**src/hdl/nac_consts.svh**
```systemverilog
`ifndef NAC_CONSTS_SVH
`define NAC_CONSTS_SVH
`define NAC_ID_DEPTH 8'h35
`define NAC_ID_GEOID 8'h36
`define NAC_ID_RTCM 8'h37
`define NAC_ID_WIND 8'h39
`define NAC_ID_HEAVE 8'h3A
`define NAC_ID_RAW 8'h3C
`define NAC_ID_EPH 8'h3D
`define NAC_LEN_DEPTH 16'h0008
`define NAC_LEN_GEOID 16'h0004
`define NAC_LEN_WIND 16'h000C
`define NAC_LEN_HEAVE 16'h0010
`define NAC_LEN_HDR 5'h10
`define NAC_LEN_SAT 5'h06
`define NAC_LEN_FRQ 5'h1A
`define NAC_SYS_MAX 8'h06
`define NAC_FRQ_MAX 8'h0A
`define NAC_TRK_RSV 8'hC0
`define NAC_SH_W 208
// Bit position of byte o of an n-byte record held at the top of the shifter
`define NAC_FLD(n, o) (`NAC_SH_W - 8 * (n) + 8 * (o))
`endif

```
**src/hdl/nac_pkg.sv**
```systemverilog
`default_nettype none
package nac_pkg;
    typedef enum logic [1:0] {NAC_CMD_DEPTH, NAC_CMD_WIND, NAC_CMD_RTCM} nac_kind_t;
    typedef struct packed {
        nac_kind_t kind;
        logic [7:0] len;
        logic [31:0] w2;
        logic [31:0] w1;
        logic [31:0] w0;
    } nac_cmd_t;
    // Records arrive little-endian, so the field at offset 0 sits in the lowest bits
    typedef struct packed {
        logic [7:0] nsat;
        logic [7:0] total;
        logic [7:0] seq;
        logic [7:0] rcv;
        logic [31:0] clk_ofs;
        logic [31:0] nsec;
        logic [31:0] unix_s;
    } nac_hdr_t;
    typedef struct packed {
        logic [7:0] nfrq;
        logic [15:0] azim;
        logic [7:0] elev;
        logic [7:0] num;
        logic [7:0] sys;
    } nac_sat_t;
    typedef struct packed {
        logic [31:0] snr;
        logic [31:0] doppler;
        logic [63:0] range;
        logic [63:0] phase;
        logic [7:0] status;
        logic [7:0] code;
    } nac_frq_t;
endpackage
`default_nettype wire

```
**src/hdl/nac_host.sv**
```systemverilog
`include "nac_consts.svh"
`default_nettype none
// ****************************************
// Correction byte FIFO
// ****************************************
module nac_fifo #(parameter int W = 8, parameter int D = 16) (
    // Clock and reset
    input wire logic i_clk,
    input wire logic i_rst,
    // Fill side
    input wire logic i_valid,
    input wire logic [W-1:0] i_data,
    output logic o_ready,
    // Drain side
    output logic o_valid,
    output logic [W-1:0] o_data,
    input wire logic i_ready
);
    localparam int AW = $clog2(D);
    logic [W-1:0] mem [D];
    logic [AW-1:0] wp, rp;
    logic [AW:0] cnt, next_cnt;
    wire push = i_valid & o_ready;
    wire pop = o_valid & i_ready;
    // Count and flags are registered so ready and valid come from flops
    assign next_cnt = cnt + (AW+1)'(push) - (AW+1)'(pop);
    assign o_data = mem[rp];
    always_ff @(posedge i_clk) begin
        if (push) mem[wp] <= i_data;
    end
    always_ff @(posedge i_clk or posedge i_rst) begin
        if (i_rst) begin
            wp <= '0;
            rp <= '0;
            cnt <= '0;
            o_ready <= 1'b0;
            o_valid <= 1'b0;
        end else begin
            wp <= push ? AW'((wp + 1'b1) % D) : wp;
            rp <= pop ? AW'((rp + 1'b1) % D) : rp;
            cnt <= next_cnt;
            o_ready <= next_cnt != (AW+1)'(D);
            o_valid <= next_cnt != '0;
        end
    end
endmodule
// ****************************************
// Host packet codec
// ****************************************
module nac_host import nac_pkg::*; #(parameter int FIFO_D = 16, parameter int LEN_W = 16) (
    // Clock and reset
    input wire logic i_clk,
    input wire logic i_rst,
    // User write orders
    input wire logic i_cmd_valid,
    input wire nac_cmd_t i_cmd,
    output logic o_cmd_ready,
    input wire logic i_rtcm_valid,
    input wire logic [7:0] i_rtcm_data,
    output logic o_rtcm_ready,
    input wire logic i_raw_enable,
    // User status
    output logic o_raw_on,
    output logic o_eph_on,
    output logic o_wind_fixed,
    // Payload link toward the device
    output logic o_tx_valid,
    output logic o_tx_sop,
    output logic o_tx_eop,
    output logic [7:0] o_tx_id,
    output logic [LEN_W-1:0] o_tx_len,
    output logic [7:0] o_tx_data,
    input wire logic i_tx_ready,
    // Payload link from the device
    input wire logic i_rx_valid,
    input wire logic i_rx_sop,
    input wire logic [7:0] i_rx_id,
    input wire logic [LEN_W-1:0] i_rx_len,
    input wire logic [7:0] i_rx_data,
    output logic o_rx_ready,
    // Decoded results
    output logic o_depth_valid,
    output logic [63:0] o_depth,
    output logic o_geoid_valid,
    output logic [31:0] o_geoid,
    output logic o_wind_valid,
    output logic [95:0] o_wind,
    output logic o_heave_valid,
    output logic [127:0] o_heave,
    output logic o_hdr_valid,
    output nac_hdr_t o_hdr,
    output logic o_sat_valid,
    output nac_sat_t o_sat,
    output logic o_frq_valid,
    output nac_frq_t o_frq,
    output logic o_err_len,
    output logic o_err_code
);
    typedef enum {TX_IDLE, TX_FIX, TX_RTCM} nac_tx_t;
    typedef enum {RX_IDLE, RX_FIX, RX_SKIP, RX_HDR, RX_SAT, RX_FRQ} nac_rx_t;
    nac_tx_t tx_st;
    nac_rx_t rx_st, id_st, cur_st;
    logic [87:0] tx_sh;
    logic [7:0] tx_rem;
    logic [`NAC_SH_W-1:0] sh;
    logic [LEN_W-1:0] pos, len;
    logic [7:0] pid, sats, frqs;
    logic [4:0] sec;
    logic f_valid;
    logic [7:0] f_data;
    // ****************************************
    // Write side
    // ****************************************
    wire tx_hs = o_tx_valid & i_tx_ready;
    wire slot_free = ~o_tx_valid | tx_hs;
    wire cmd_go = i_cmd_valid & o_cmd_ready & (i_cmd.len != 8'h00 || i_cmd.kind != NAC_CMD_RTCM);
    wire f_pop = tx_st == TX_RTCM && tx_rem != 8'h00 && f_valid && slot_free;
    wire [7:0] fix_len = i_cmd.kind == NAC_CMD_WIND ? 8'(`NAC_LEN_WIND) : 8'(`NAC_LEN_DEPTH);
    nac_fifo #(.W(8), .D(FIFO_D)) u_fifo (
        .i_clk(i_clk),
        .i_rst(i_rst),
        .i_valid(i_rtcm_valid),
        .i_data(i_rtcm_data),
        .o_ready(o_rtcm_ready),
        .o_valid(f_valid),
        .o_data(f_data),
        .i_ready(f_pop)
    );
    // Serialiser; a correction packet stalls on an empty FIFO rather than padding
    always_ff @(posedge i_clk or posedge i_rst) begin
        if (i_rst) begin
            tx_st <= TX_IDLE;
            {o_tx_valid, o_tx_sop, o_tx_eop, o_tx_id, o_tx_len, o_tx_data} <= '0;
            {tx_sh, tx_rem} <= '0;
            o_cmd_ready <= 1'b0;
            o_wind_fixed <= 1'b0;
        end else begin
            o_cmd_ready <= tx_st == TX_IDLE && !cmd_go;
            if (tx_hs) o_tx_sop <= 1'b0;
            // estimator off once a wind write is taken
            if (tx_hs && o_tx_sop && o_tx_id == `NAC_ID_WIND) o_wind_fixed <= 1'b1;
            unique case (tx_st)
                TX_IDLE: if (cmd_go) begin
                    o_tx_sop <= 1'b1;
                    if (i_cmd.kind == NAC_CMD_RTCM) begin
                        // length 1..255, bytes follow from the FIFO
                        tx_st <= TX_RTCM;
                        o_tx_id <= `NAC_ID_RTCM;
                        o_tx_len <= LEN_W'(i_cmd.len);
                        tx_rem <= i_cmd.len;
                    end else begin
                        tx_st <= TX_FIX;
                        o_tx_valid <= 1'b1;
                        o_tx_id <= i_cmd.kind == NAC_CMD_WIND ? `NAC_ID_WIND : `NAC_ID_DEPTH;
                        o_tx_len <= LEN_W'(fix_len);
                        o_tx_data <= i_cmd.w0[7:0];
                        tx_sh <= {i_cmd.w2, i_cmd.w1, i_cmd.w0[31:8]};
                        tx_rem <= fix_len - 8'h01;
                        o_tx_eop <= 1'b0;
                    end
                end
                TX_FIX: if (tx_hs) begin
                    if (tx_rem == 8'h00) begin
                        tx_st <= TX_IDLE;
                        o_tx_valid <= 1'b0;
                    end else begin
                        o_tx_data <= tx_sh[7:0];
                        tx_sh <= tx_sh >> 8;
                        tx_rem <= tx_rem - 8'h01;
                        o_tx_eop <= tx_rem == 8'h01;
                    end
                end
                TX_RTCM: begin
                    if (f_pop) begin
                        o_tx_valid <= 1'b1;
                        o_tx_data <= f_data;
                        tx_rem <= tx_rem - 8'h01;
                        o_tx_eop <= tx_rem == 8'h01;
                    end else if (tx_hs) begin
                        o_tx_valid <= 1'b0;
                    end
                    if (tx_rem == 8'h00 && slot_free) tx_st <= TX_IDLE;
                end
            endcase
        end
    end
    // ****************************************
    // Read side
    // ****************************************
    wire rx_hs = i_rx_valid & o_rx_ready;
    wire [`NAC_SH_W-1:0] sh_nx = {i_rx_data, sh[`NAC_SH_W-1:8]};
    wire [LEN_W-1:0] cur_pos = i_rx_sop ? '0 : pos;
    wire [LEN_W-1:0] cur_len = i_rx_sop ? i_rx_len : len;
    wire [7:0] cur_id = i_rx_sop ? i_rx_id : pid;
    wire [4:0] cur_sec = i_rx_sop ? 5'h00 : sec;
    wire last_byte = cur_pos + 1'b1 == cur_len;
    wire hdr_done = cur_st == RX_HDR && cur_sec == `NAC_LEN_HDR - 5'h01;
    wire sat_done = cur_st == RX_SAT && cur_sec == `NAC_LEN_SAT - 5'h01;
    wire frq_done = cur_st == RX_FRQ && cur_sec == `NAC_LEN_FRQ - 5'h01;
    // record structure must end on the last byte of the length
    wire raw_end = (hdr_done && i_rx_data == 8'h00) || (sat_done && i_rx_data == 8'h00 && sats == 8'h01)
        || (frq_done && frqs == 8'h01 && sats == 8'h01);
    wire is_raw = cur_st == RX_HDR || cur_st == RX_SAT || cur_st == RX_FRQ;
    wire [LEN_W-1:0] fix_want = cur_id == `NAC_ID_DEPTH ? `NAC_LEN_DEPTH : cur_id == `NAC_ID_GEOID ? `NAC_LEN_GEOID :
        cur_id == `NAC_ID_WIND ? `NAC_LEN_WIND : `NAC_LEN_HEAVE;
    assign id_st = (i_rx_id == `NAC_ID_DEPTH || i_rx_id == `NAC_ID_GEOID || i_rx_id == `NAC_ID_WIND
        || i_rx_id == `NAC_ID_HEAVE) ? RX_FIX : i_rx_id == `NAC_ID_RAW ? RX_HDR : RX_SKIP;
    assign cur_st = i_rx_sop ? id_st : rx_st;
    // Field shifter and position tracking
    always_ff @(posedge i_clk or posedge i_rst) begin
        if (i_rst) begin
            {sh, pos, len, pid} <= '0;
            o_rx_ready <= 1'b0;
        end else begin
            o_rx_ready <= 1'b1;
            if (rx_hs) {sh, pos, len, pid} <= {sh_nx, cur_pos + 1'b1, cur_len, cur_id};
        end
    end
    // Parser; a new start marker always restarts, so a cut packet cannot wedge it
    always_ff @(posedge i_clk or posedge i_rst) begin
        if (i_rst) begin
            rx_st <= RX_IDLE;
            {sec, sats, frqs} <= '0;
            {o_depth_valid, o_geoid_valid, o_wind_valid, o_heave_valid} <= '0;
            {o_hdr_valid, o_sat_valid, o_frq_valid, o_err_len, o_err_code} <= '0;
            {o_depth, o_geoid, o_wind, o_heave, o_hdr, o_sat, o_frq} <= '0;
            {o_raw_on, o_eph_on} <= '0;
        end else begin
            // ephemeris output follows the raw data enable
            o_raw_on <= i_raw_enable;
            o_eph_on <= i_raw_enable;
            {o_depth_valid, o_geoid_valid, o_wind_valid, o_heave_valid} <= '0;
            {o_hdr_valid, o_sat_valid, o_frq_valid, o_err_len, o_err_code} <= '0;
            if (rx_hs && cur_st == RX_FIX && last_byte) begin
                rx_st <= RX_IDLE;
                o_err_len <= cur_len != fix_want;
                o_depth_valid <= cur_id == `NAC_ID_DEPTH && cur_len == fix_want;
                o_depth <= sh_nx[`NAC_FLD(8, 0) +: 64];
                // separation kept exact for the downstream subtraction
                o_geoid_valid <= cur_id == `NAC_ID_GEOID && cur_len == fix_want;
                o_geoid <= sh_nx[`NAC_FLD(4, 0) +: 32];
                // wind as reported; trust it only with air data present
                o_wind_valid <= cur_id == `NAC_ID_WIND && cur_len == fix_want;
                o_wind <= sh_nx[`NAC_FLD(12, 0) +: 96];
                o_heave_valid <= cur_id == `NAC_ID_HEAVE && cur_len == fix_want;
                o_heave <= sh_nx[`NAC_FLD(16, 0) +: 128];
            end else if (rx_hs && is_raw && (raw_end || last_byte)) begin
                // short or long raw packet flagged
                rx_st <= RX_IDLE;
                o_err_len <= raw_end != last_byte;
            end else if (rx_hs && cur_st != RX_IDLE) begin
                rx_st <= cur_st;
                sec <= cur_sec + 5'h01;
            end else if (rx_hs && last_byte) begin
                rx_st <= RX_IDLE;
            end
            if (rx_hs && hdr_done) begin
                o_hdr_valid <= 1'b1;
                o_hdr <= sh_nx[`NAC_FLD(16, 0) +: 128];
                sats <= i_rx_data;
                sec <= 5'h00;
                if (!raw_end && !last_byte) rx_st <= RX_SAT;
            end
            // satellite record, reserved system codes flagged
            if (rx_hs && sat_done) begin
                o_sat_valid <= 1'b1;
                o_sat <= sh_nx[`NAC_FLD(6, 0) +: 48];
                o_err_code <= sh_nx[`NAC_FLD(6, 0) +: 8] > `NAC_SYS_MAX;
                frqs <= i_rx_data;
                sec <= 5'h00;
                if (i_rx_data == 8'h00) sats <= sats - 8'h01;
                if (!raw_end && !last_byte) rx_st <= i_rx_data == 8'h00 ? RX_SAT : RX_FRQ;
            end
            // frequency record with code and status checks
            if (rx_hs && frq_done) begin
                o_frq_valid <= 1'b1;
                o_frq <= sh_nx;
                o_err_code <= sh_nx[`NAC_FLD(26, 0) +: 8] > `NAC_FRQ_MAX
                    || (sh_nx[`NAC_FLD(26, 1) +: 8] & `NAC_TRK_RSV) != 8'h00;
                frqs <= frqs - 8'h01;
                sec <= 5'h00;
                if (frqs == 8'h01) sats <= sats - 8'h01;
                if (!raw_end && !last_byte) rx_st <= frqs == 8'h01 ? RX_SAT : RX_FRQ;
            end
        end
    end
endmodule
`default_nettype wire

```
**config.mk**
```make
export PLATFORM = sky130hd
export DESIGN_NAME = nac_host
export DESIGN_NICKNAME = d
export VERILOG_FILES = /design/src/hdl/nac_pkg.sv /design/src/hdl/nac_host.sv
export VERILOG_INCLUDE_DIRS = /design/src /design/src/hdl
export SDC_FILE = /design/constraint.sdc
export NUM_CORES = 2
export LEC_CHECK = 0
export ABC_AREA = 1
export BUFFER_PORTS_ARGS = -buffer_cell sky130_fd_sc_hd__buf_2
export CAP_MARGIN = 40
export CELL_PAD_IN_SITES_DETAIL_PLACEMENT = 0
export CELL_PAD_IN_SITES_GLOBAL_PLACEMENT = 1
export CORE_AREA = 2 2 348 350
export CTS_CLUSTER_SIZE = 20
export DETAILED_ROUTE_END_ITERATION = 10
export DIE_AREA = 0 0 350 352
export GPL_TIMING_DRIVEN = 0
export PLACE_DENSITY = 0.86
export SETUP_SLACK_MARGIN = 0.5
export SYNTH_ARGS = -nofsm -noshare
export SYNTH_HDL_FRONTEND = slang
export SYNTH_SLANG_ARGS = --single-unit
```
**constraint.sdc**
```tcl
create_clock -name i_clk -period 27.9 [get_ports i_clk]
set_input_delay 2.79 -clock i_clk [delete_from_list [all_inputs] [get_ports i_clk]]
set_output_delay 2.79 -clock i_clk [all_outputs]
set_load 0.05 [all_outputs]
```
# ---- After elaboration in Yosys (flattened, before gate mapping)
# Memories as Yosys holds them, arrays and structs flattened.
# Cells that the tools add are included.
dict set report totals {
  register_bits 1196
  latchBits 0
  mem_bits_rw 128
  romBits 0
  in_bits 154
  wordCells 271
  memories 1
}
# name depth word_bits rd rd_clocked_by_memory_dff write_ports line_no
set memory_table {}
lappend memory_table {u_fifo.mem 16 8 1 0 1 nac_host.sv:20} ;# logic [W-1:0] mem [D];
dict set report classes {
  addsub 10
  multipliers 0
  n_div 0
  n_lt_le_gt_ge 2
  n_eq_ne 41
  shift 0
  muxes 91
  bitwise_logic 8
  n_reduce_logical 61
}
# op n
set ops {}
lappend ops {{32-bit two-way mux} 15}
lappend ops {{88-bit two-way mux} 4}
lappend ops {{88-bit case mux with 2 select lines} 1}
lappend ops {{8-bit two-way mux} 19}
lappend ops {{32-bit case mux with 3 select lines} 1}
lappend ops {{8-bit by 6-bit == test with 1-bit output, second input constant} 10}
lappend ops {{32-bit by 2-bit == test with 1-bit output, second input constant} 2}
lappend ops {{32-bit by 3-bit == test with 1-bit output, second input constant} 2}
lappend ops {{32-bit by 4-bit == test with 1-bit output, second input constant} 2}
lappend ops {{32-bit logical NOT} 2}
lappend ops {{5-bit two-way mux} 10}
lappend ops {{8-bit case mux with 3 select lines} 2}
lappend ops {{32-bit by 1-bit == test with 1-bit output, second input constant} 1}
lappend ops {{16-bit two-way mux} 2}
lappend ops {{32-bit nonzero test} 1}
lappend ops {{1-bit two-way mux} 30}
lappend ops {{1-bit logical AND} 29}
lappend ops {{8-bit by 1-bit == test with 1-bit output, second input constant} 3}
lappend ops {{8-bit nonzero test} 3}
lappend ops {{8-bit by 1-bit subtractor with 8-bit output, second input constant} 3}
lappend ops {{16-bit by 1-bit adder with 16-bit output, second input constant} 1}
lappend ops {{16-bit == test} 1}
lappend ops {{16-bit by 5-bit == test with 1-bit output} 1}
lappend ops {{8-bit logical NOT} 2}
lappend ops {{other kinds (35)} 66}

# ---- Logic depth before layout (Yosys ltp)
dict set report logic_depth {
  depth_word 22
  depth_mapped 27
}

# ---- Hierarchy
# A second synthesis with hierarchy kept.
dict set report unflattened {
  cells_unflattened 4942
  area_unflattened_um2 46593.4
}
# mod n_inst cells_each area_per_inst_um2 seq_area_each_um2
set modules_own_cells {}
lappend modules_own_cells {nac_host 1 4326 40228.6 23497.5}
lappend modules_own_cells {nac_fifo 1 616 6364.9 4219.0}

# ---- Worst setup path after synthesis
# OpenSTA, ideal clock, no wires.
dict set report synth_timing {
  path_type {input port to flip-flop}
  start {in i_rx_sop}
  end {reg sec[2]}
  setup_time_ps 67
  arrival_ps 5388
  required_ps 27833
  path_slack_ps 22445
  stages 21
  path_buffers 5
  cell_sequence {buf_6 > inv_4 > buf_6 > buf_6 > buf_4 > clkbuf_1 > nand2_1 > ha_1 > inv_1 > nor4_1 > nand2_1 > nor4_1 > nor3_1 > ha_1 > inv_1 > nand3_1 > inv_1 > nand4_1 > nand3_2 > nand2_1 > nand2_1}
}
dict set report synth_between {
  elab_chain_cells 11
  word_cells_on_any_way 46
  classes_between {add/sub (2); eq/ne (10); mux (10); reduce/logical (24)}
}
# item line_no
set synth_rtl {}
lappend synth_rtl {{from (decl)} nac_host.sv:76} ;# input wire logic i_rx_sop,
lappend synth_rtl {{parallel branches: the longest is 11 deep, another holds 16-bit by 1-bit adder with 16-bit output} n/a}
lappend synth_rtl {{to (signal assigned)} nac_host.sv:253} ;# sec <= cur_sec + 5'h01;
lappend synth_rtl {{to (decl)} nac_host.sv:108} ;# logic [4:0] sec;
# Several ways; the timed one is not identified. The select of a mux whose other input is x is not followed.
# A chain may end at the register's enable or synchronous reset.

# ---- Worst setup path after layout
dict set report layout_timing {
  start {in i_rx_sop}
  end {reg o_err_len}
}
dict set report layout_between {
  elab_chain_cells 11
  word_cells_on_any_way 41
  classes_between {add/sub (1); eq/ne (13); mux (10); reduce/logical (17)}
}
# item line_no
set layout_rtl {}
lappend layout_rtl {{parallel branches: the longest is 10 deep, another holds 16-bit by 1-bit adder with 16-bit output} n/a}
lappend layout_rtl {{1-bit two-way mux (*)} nac_host.sv:234} ;# if (rx_hs && cur_st == RX_FIX && last_byte) begin
lappend layout_rtl {{to (signal assigned)} nac_host.sv:236} ;# o_err_len <= cur_len != fix_want;
lappend layout_rtl {{to (signal assigned)} nac_host.sv:250} ;# o_err_len <= raw_end != last_byte;
lappend layout_rtl {{to (decl)} nac_host.sv:96} ;# output logic o_err_len,
# Mark *: on every way between the ends.

==> key figures <==
Setup path
  • CP Data Required Time: 28.56 ns
  • Setup CP Type: input port to flop
  • Worst setup SP type: input port
  • Critical Path AT: approximately 6.4 ns
  • CP endpoint kind: flop
  • Max Fanout on Critical Path: 10
  • Reg2Reg Depth: 14

Power
  • Pleak: 0.02819 µW
  • Switch Pwr: 1442 µW
  • Comb power frac: 0.213
  • Clock power frac: 0.370
  • Sw frac: 0.3275
  • Tot Pwr: approximately 4400 µW
  • Worst VDD drop: 0.00007178 V
  • Pwr per Cell Area: 77.82 nW/µm²
  • Internal power: 2960 µW
  • Part of the power in registers: 0.417

Place
  • HPWL after detailed placement: ~130 mm
  • Input/output buffers: roughly 900
  • GP Congestion: between 0.9 and 1

Logic synthesis
  • Number of synthesized flops with an enable pin: 128
  • Synth unique cells: 53
  • Ys flop type: dfrtp_1
  • Post-synthesis sequential area ratio: 0.6133
  • Post-synthesis async set-or-reset flop share: 0.8817
  • Avg Cell Area, Syn: about 9.5 µm²
  • Synthesis-stage register bit count: 1082
  • Gate Count Post-Synth: 4766
  • Post-Syn Area: 45190 µm²
  • Number of synthesis warnings: 0

Global route
  • Initial antenna violation count: 37
  • GRT Util Overall: 0.2659
  • Number of global-route vias before repair: 36980
  • First-pass GRT wire length: 243.7 mm
  • Pin count of the biggest net entering global routing: between 40 and 50
  • Total grt overflow: 0

Clock network
  • Post-CTS Setup Inserts: 0
  • Root Driver: clkbuf_16
  • Skew-Pair Late Insertion Delay: 0.72 ns
  • H-tree levels: 3
  • Clock Sinks: 1082
  • TritonCTS clock tree: built
  • CTS buffer count: 114
  • Post-cts resize count: 0
  • Worst-path clk slew: 0.06 ns
  • Maximum clock insertion buffer count: 3
  • Post-CTS Hold Buffers: 0

Layout
  • Fill count: about 11000
  • Share of cells above drive strength 1: 0.2449
  • # nets final: approximately 6000
  • Area grow syn2layout: 25.16%

STA
  • Fin. Hold Viols: 0
  • Actual slew at the worst max-slew pin: 0.8726 ns
  • Clock Skew: 0.04247 ns
  • Headroom to the max-slew limit: 0.4183
  • Post-layout min period: between 5 and 6 ns
  • Fin crit share: 0.2058
  • Final TNS setup: 0 ns
  • Setup Viol. Count Final: 0
  • RSZ-0062 raised after global routing: false
  • Pins over their slew limit: 0
  • Max Fclk: 174.1 MHz

Min path
  • Hold Path Class: flop to flop
  • Worst Hold Path Cells: 2

Floorplanning
  • DIE AREA: 123200 µm²
  • Chip height: 352 µm
  • Core Region: 119300 µm²
  • Initial core utilization: 0.3787
  • I/O pin cnt: 908
  • Die Wd: 350 µm
  • FP Rows: between 100 and 150

Routing
  • Final WL: 167.6 mm
  • First-pass DRT Iterations: 6
  • Initial DRC Count: 3383
  • Residual DRC: 0
  • Vias per Instance: around 5
  • Drt wl/cell: 22.18 µm
  • Post-DRT Antenna Nets: 0
  • Vias: 38490

Run
  • Maxcap violations: 0

Status
  • Outcome: completed
[worst max-delay path, cell delays in order]
cell      delay [ns]
buf_6           0.15
inv_4           0.07
buf_6           0.15
buf_6           0.16
buf_4           0.19
clkbuf_1        0.24
nand2_1         0.14
ha_1            0.15
inv_1           0.06
nor4_1          0.58
nand2_1         0.17
nor4_1          0.20
nor3_1          0.10
ha_1            0.22
inv_1           0.14
nand3_1         0.15
o21ai_0         0.51
nand2_1         0.13
inv_1           0.07
[logic make-up after synthesis]
| family | synth area share |
|---|---|
| multiplexers | 0.0002215 |
| other | 0.0001662 |
| AO/OA/AOI/OAI | 0.1387 |
| XOR/XNOR | 0.005233 |
| adder cells (fa/ha/maj) | 0.007365 |
| buffers and inverters | 0.09557 |
| AND/OR/NAND/NOR | 0.1395 |
| flip-flops | 0.6133 |
[area by class of cell]
type / count / area [µm²] / area share
timing repair buffer: 936 / 5235 / 0.09255
tap: 1612 / 2017 / 0.03566
antenna: 20 / 50.05 / 0.0008848
clock inverter: 70 / 909.6 / 0.01608
multi-input combinational: 2788 / 13190 / 0.2332
sequential: 1082 / 27720 / 0.4900
clock buffer: 143 / 3115 / 0.05508
inverter: 441 / 1662 / 0.02938
buffer: 464 / 2668 / 0.04716
[worst paths after layout]
path                             from  slack [ns]        endpoint
hold / removal             o_frq[181]        0.48      o_frq[181]
setup / recovery             i_rx_sop       22.16       o_err_len
min in group asynchronous       i_rst        2.14       o_hdr[76]
setup reg to reg            tx_rem[4]       24.55  u_fifo.o_valid
hold reg to reg            o_frq[181]        0.48      o_frq[181]
max in group asynchronous       i_rst       23.17       o_hdr[12]
[Yosys cell counts (2+ instances only)]
master,count,area (µm²)
nand4_2,3,37.54
or2_1,3,18.77
conb_1,2,7.510
o31ai_1,4,30.03
nor3_1,12,60.06
buf_2,39,195.2
edfxtp_1,128,3844
ha_1,25,312.8
and2_1,3,18.77
buf_4,224,1682
nor2_4,3,33.78
xnor2_1,7,61.31
nor2_2,6,37.54
nor3_2,7,70.07
nand3_2,6,60.06
nand3b_1,5,37.54
o211ai_1,87,653.1
a31oi_1,8,50.05
nand4_1,29,181.4
o22ai_1,38,237.7
inv_2,7,26.28
o21a_1,10,75.07
dfrtp_1,954,23870
o21ai_0,769,3849
nor4_1,9,56.30
or2_0,4,25.02
nand3_1,124,620.6
a21oi_1,87,435.4
inv_1,432,1622
buf_1,14,52.55
clkbuf_1,183,686.9
o221ai_1,4,35.03
xor2_1,20,175.2
nor2_1,269,1010
buf_6,4,45.04
or2_2,6,37.54
o21bai_1,7,52.55
o21ai_1,154,770.7
nand2_1,1052,3949
o32ai_1,5,43.79
[flip-flops by register name (all words and copies together), names as in the netlist, 2 cells and up]
name	cells
o_tx_len	8
o_tx_id	4
rx_st	32
o_heave	32
sh	200
tx_rem	8
pid	8
pos	16
o_wind	32
sec	5
o_depth	64
o_hdr	128
tx_sh	88
u_fifo.wp	4
u_fifo.rp	4
u_fifo.mem	128
o_frq	208
o_tx_data	8
o_sat	48
tx_st	2
frqs	8
u_fifo.cnt	5
len	16
sats	8
[metrics by stage]
step | setup WS [ns] | cells | instance area [µm²] | hold slack (ns) | utilization
final | 22.16 | 7556 | 56560 | 0.4764 | 0.4740
after global routing | 21.86 | 7545 | 56540 | 0.4975 | 0.4738
after CTS | 22.17 | 7536 | 56510 | 0.4824 | 0.4736
after detailed placement | 21.42 | 7323 | 52490 | 0.4675 | 0.4398
after global placement | 6.444 | 7283 | 51730 | 0.4531 | 0.4335
after floorplan | 11.98 | 4775 | 45230 | 0.4422 | -
[per-layer routing]
layer	part of all wire	up-vias	track usage
met5	0.0011	-	0
met4	0.037	30	0.09647
met3	0.092	302	0.07230
met2	0.48	1590	0.4337
met1	0.39	19040	0.3378
li1	-	17530	-
[power groups by stage]
stage	clock network, µW	logic, µW	registers [µW]
2_1_floorplan	0	550	1910
3_3_place_gp	0	901	1870
3_5_place_dp	0	931	1860
4_1_cts	1650	934	1830
5_1_grt	1720	1040	1850
6_report	1630	937	1840
[layout by cell type, fill, tap and decap left out, types with 124 or more instances in the layout]
cell / n
buf_4: 225
clkbuf_1: 191
inv_1: 431
o21ai_0: 769
nand2_1: 1052
buf_2: 936
o21ai_1: 154
nand3_1: 124
edfxtp_1: 128
nor2_1: 269
dfrtp_1: 954
Power figures use the tool's default switching activity.
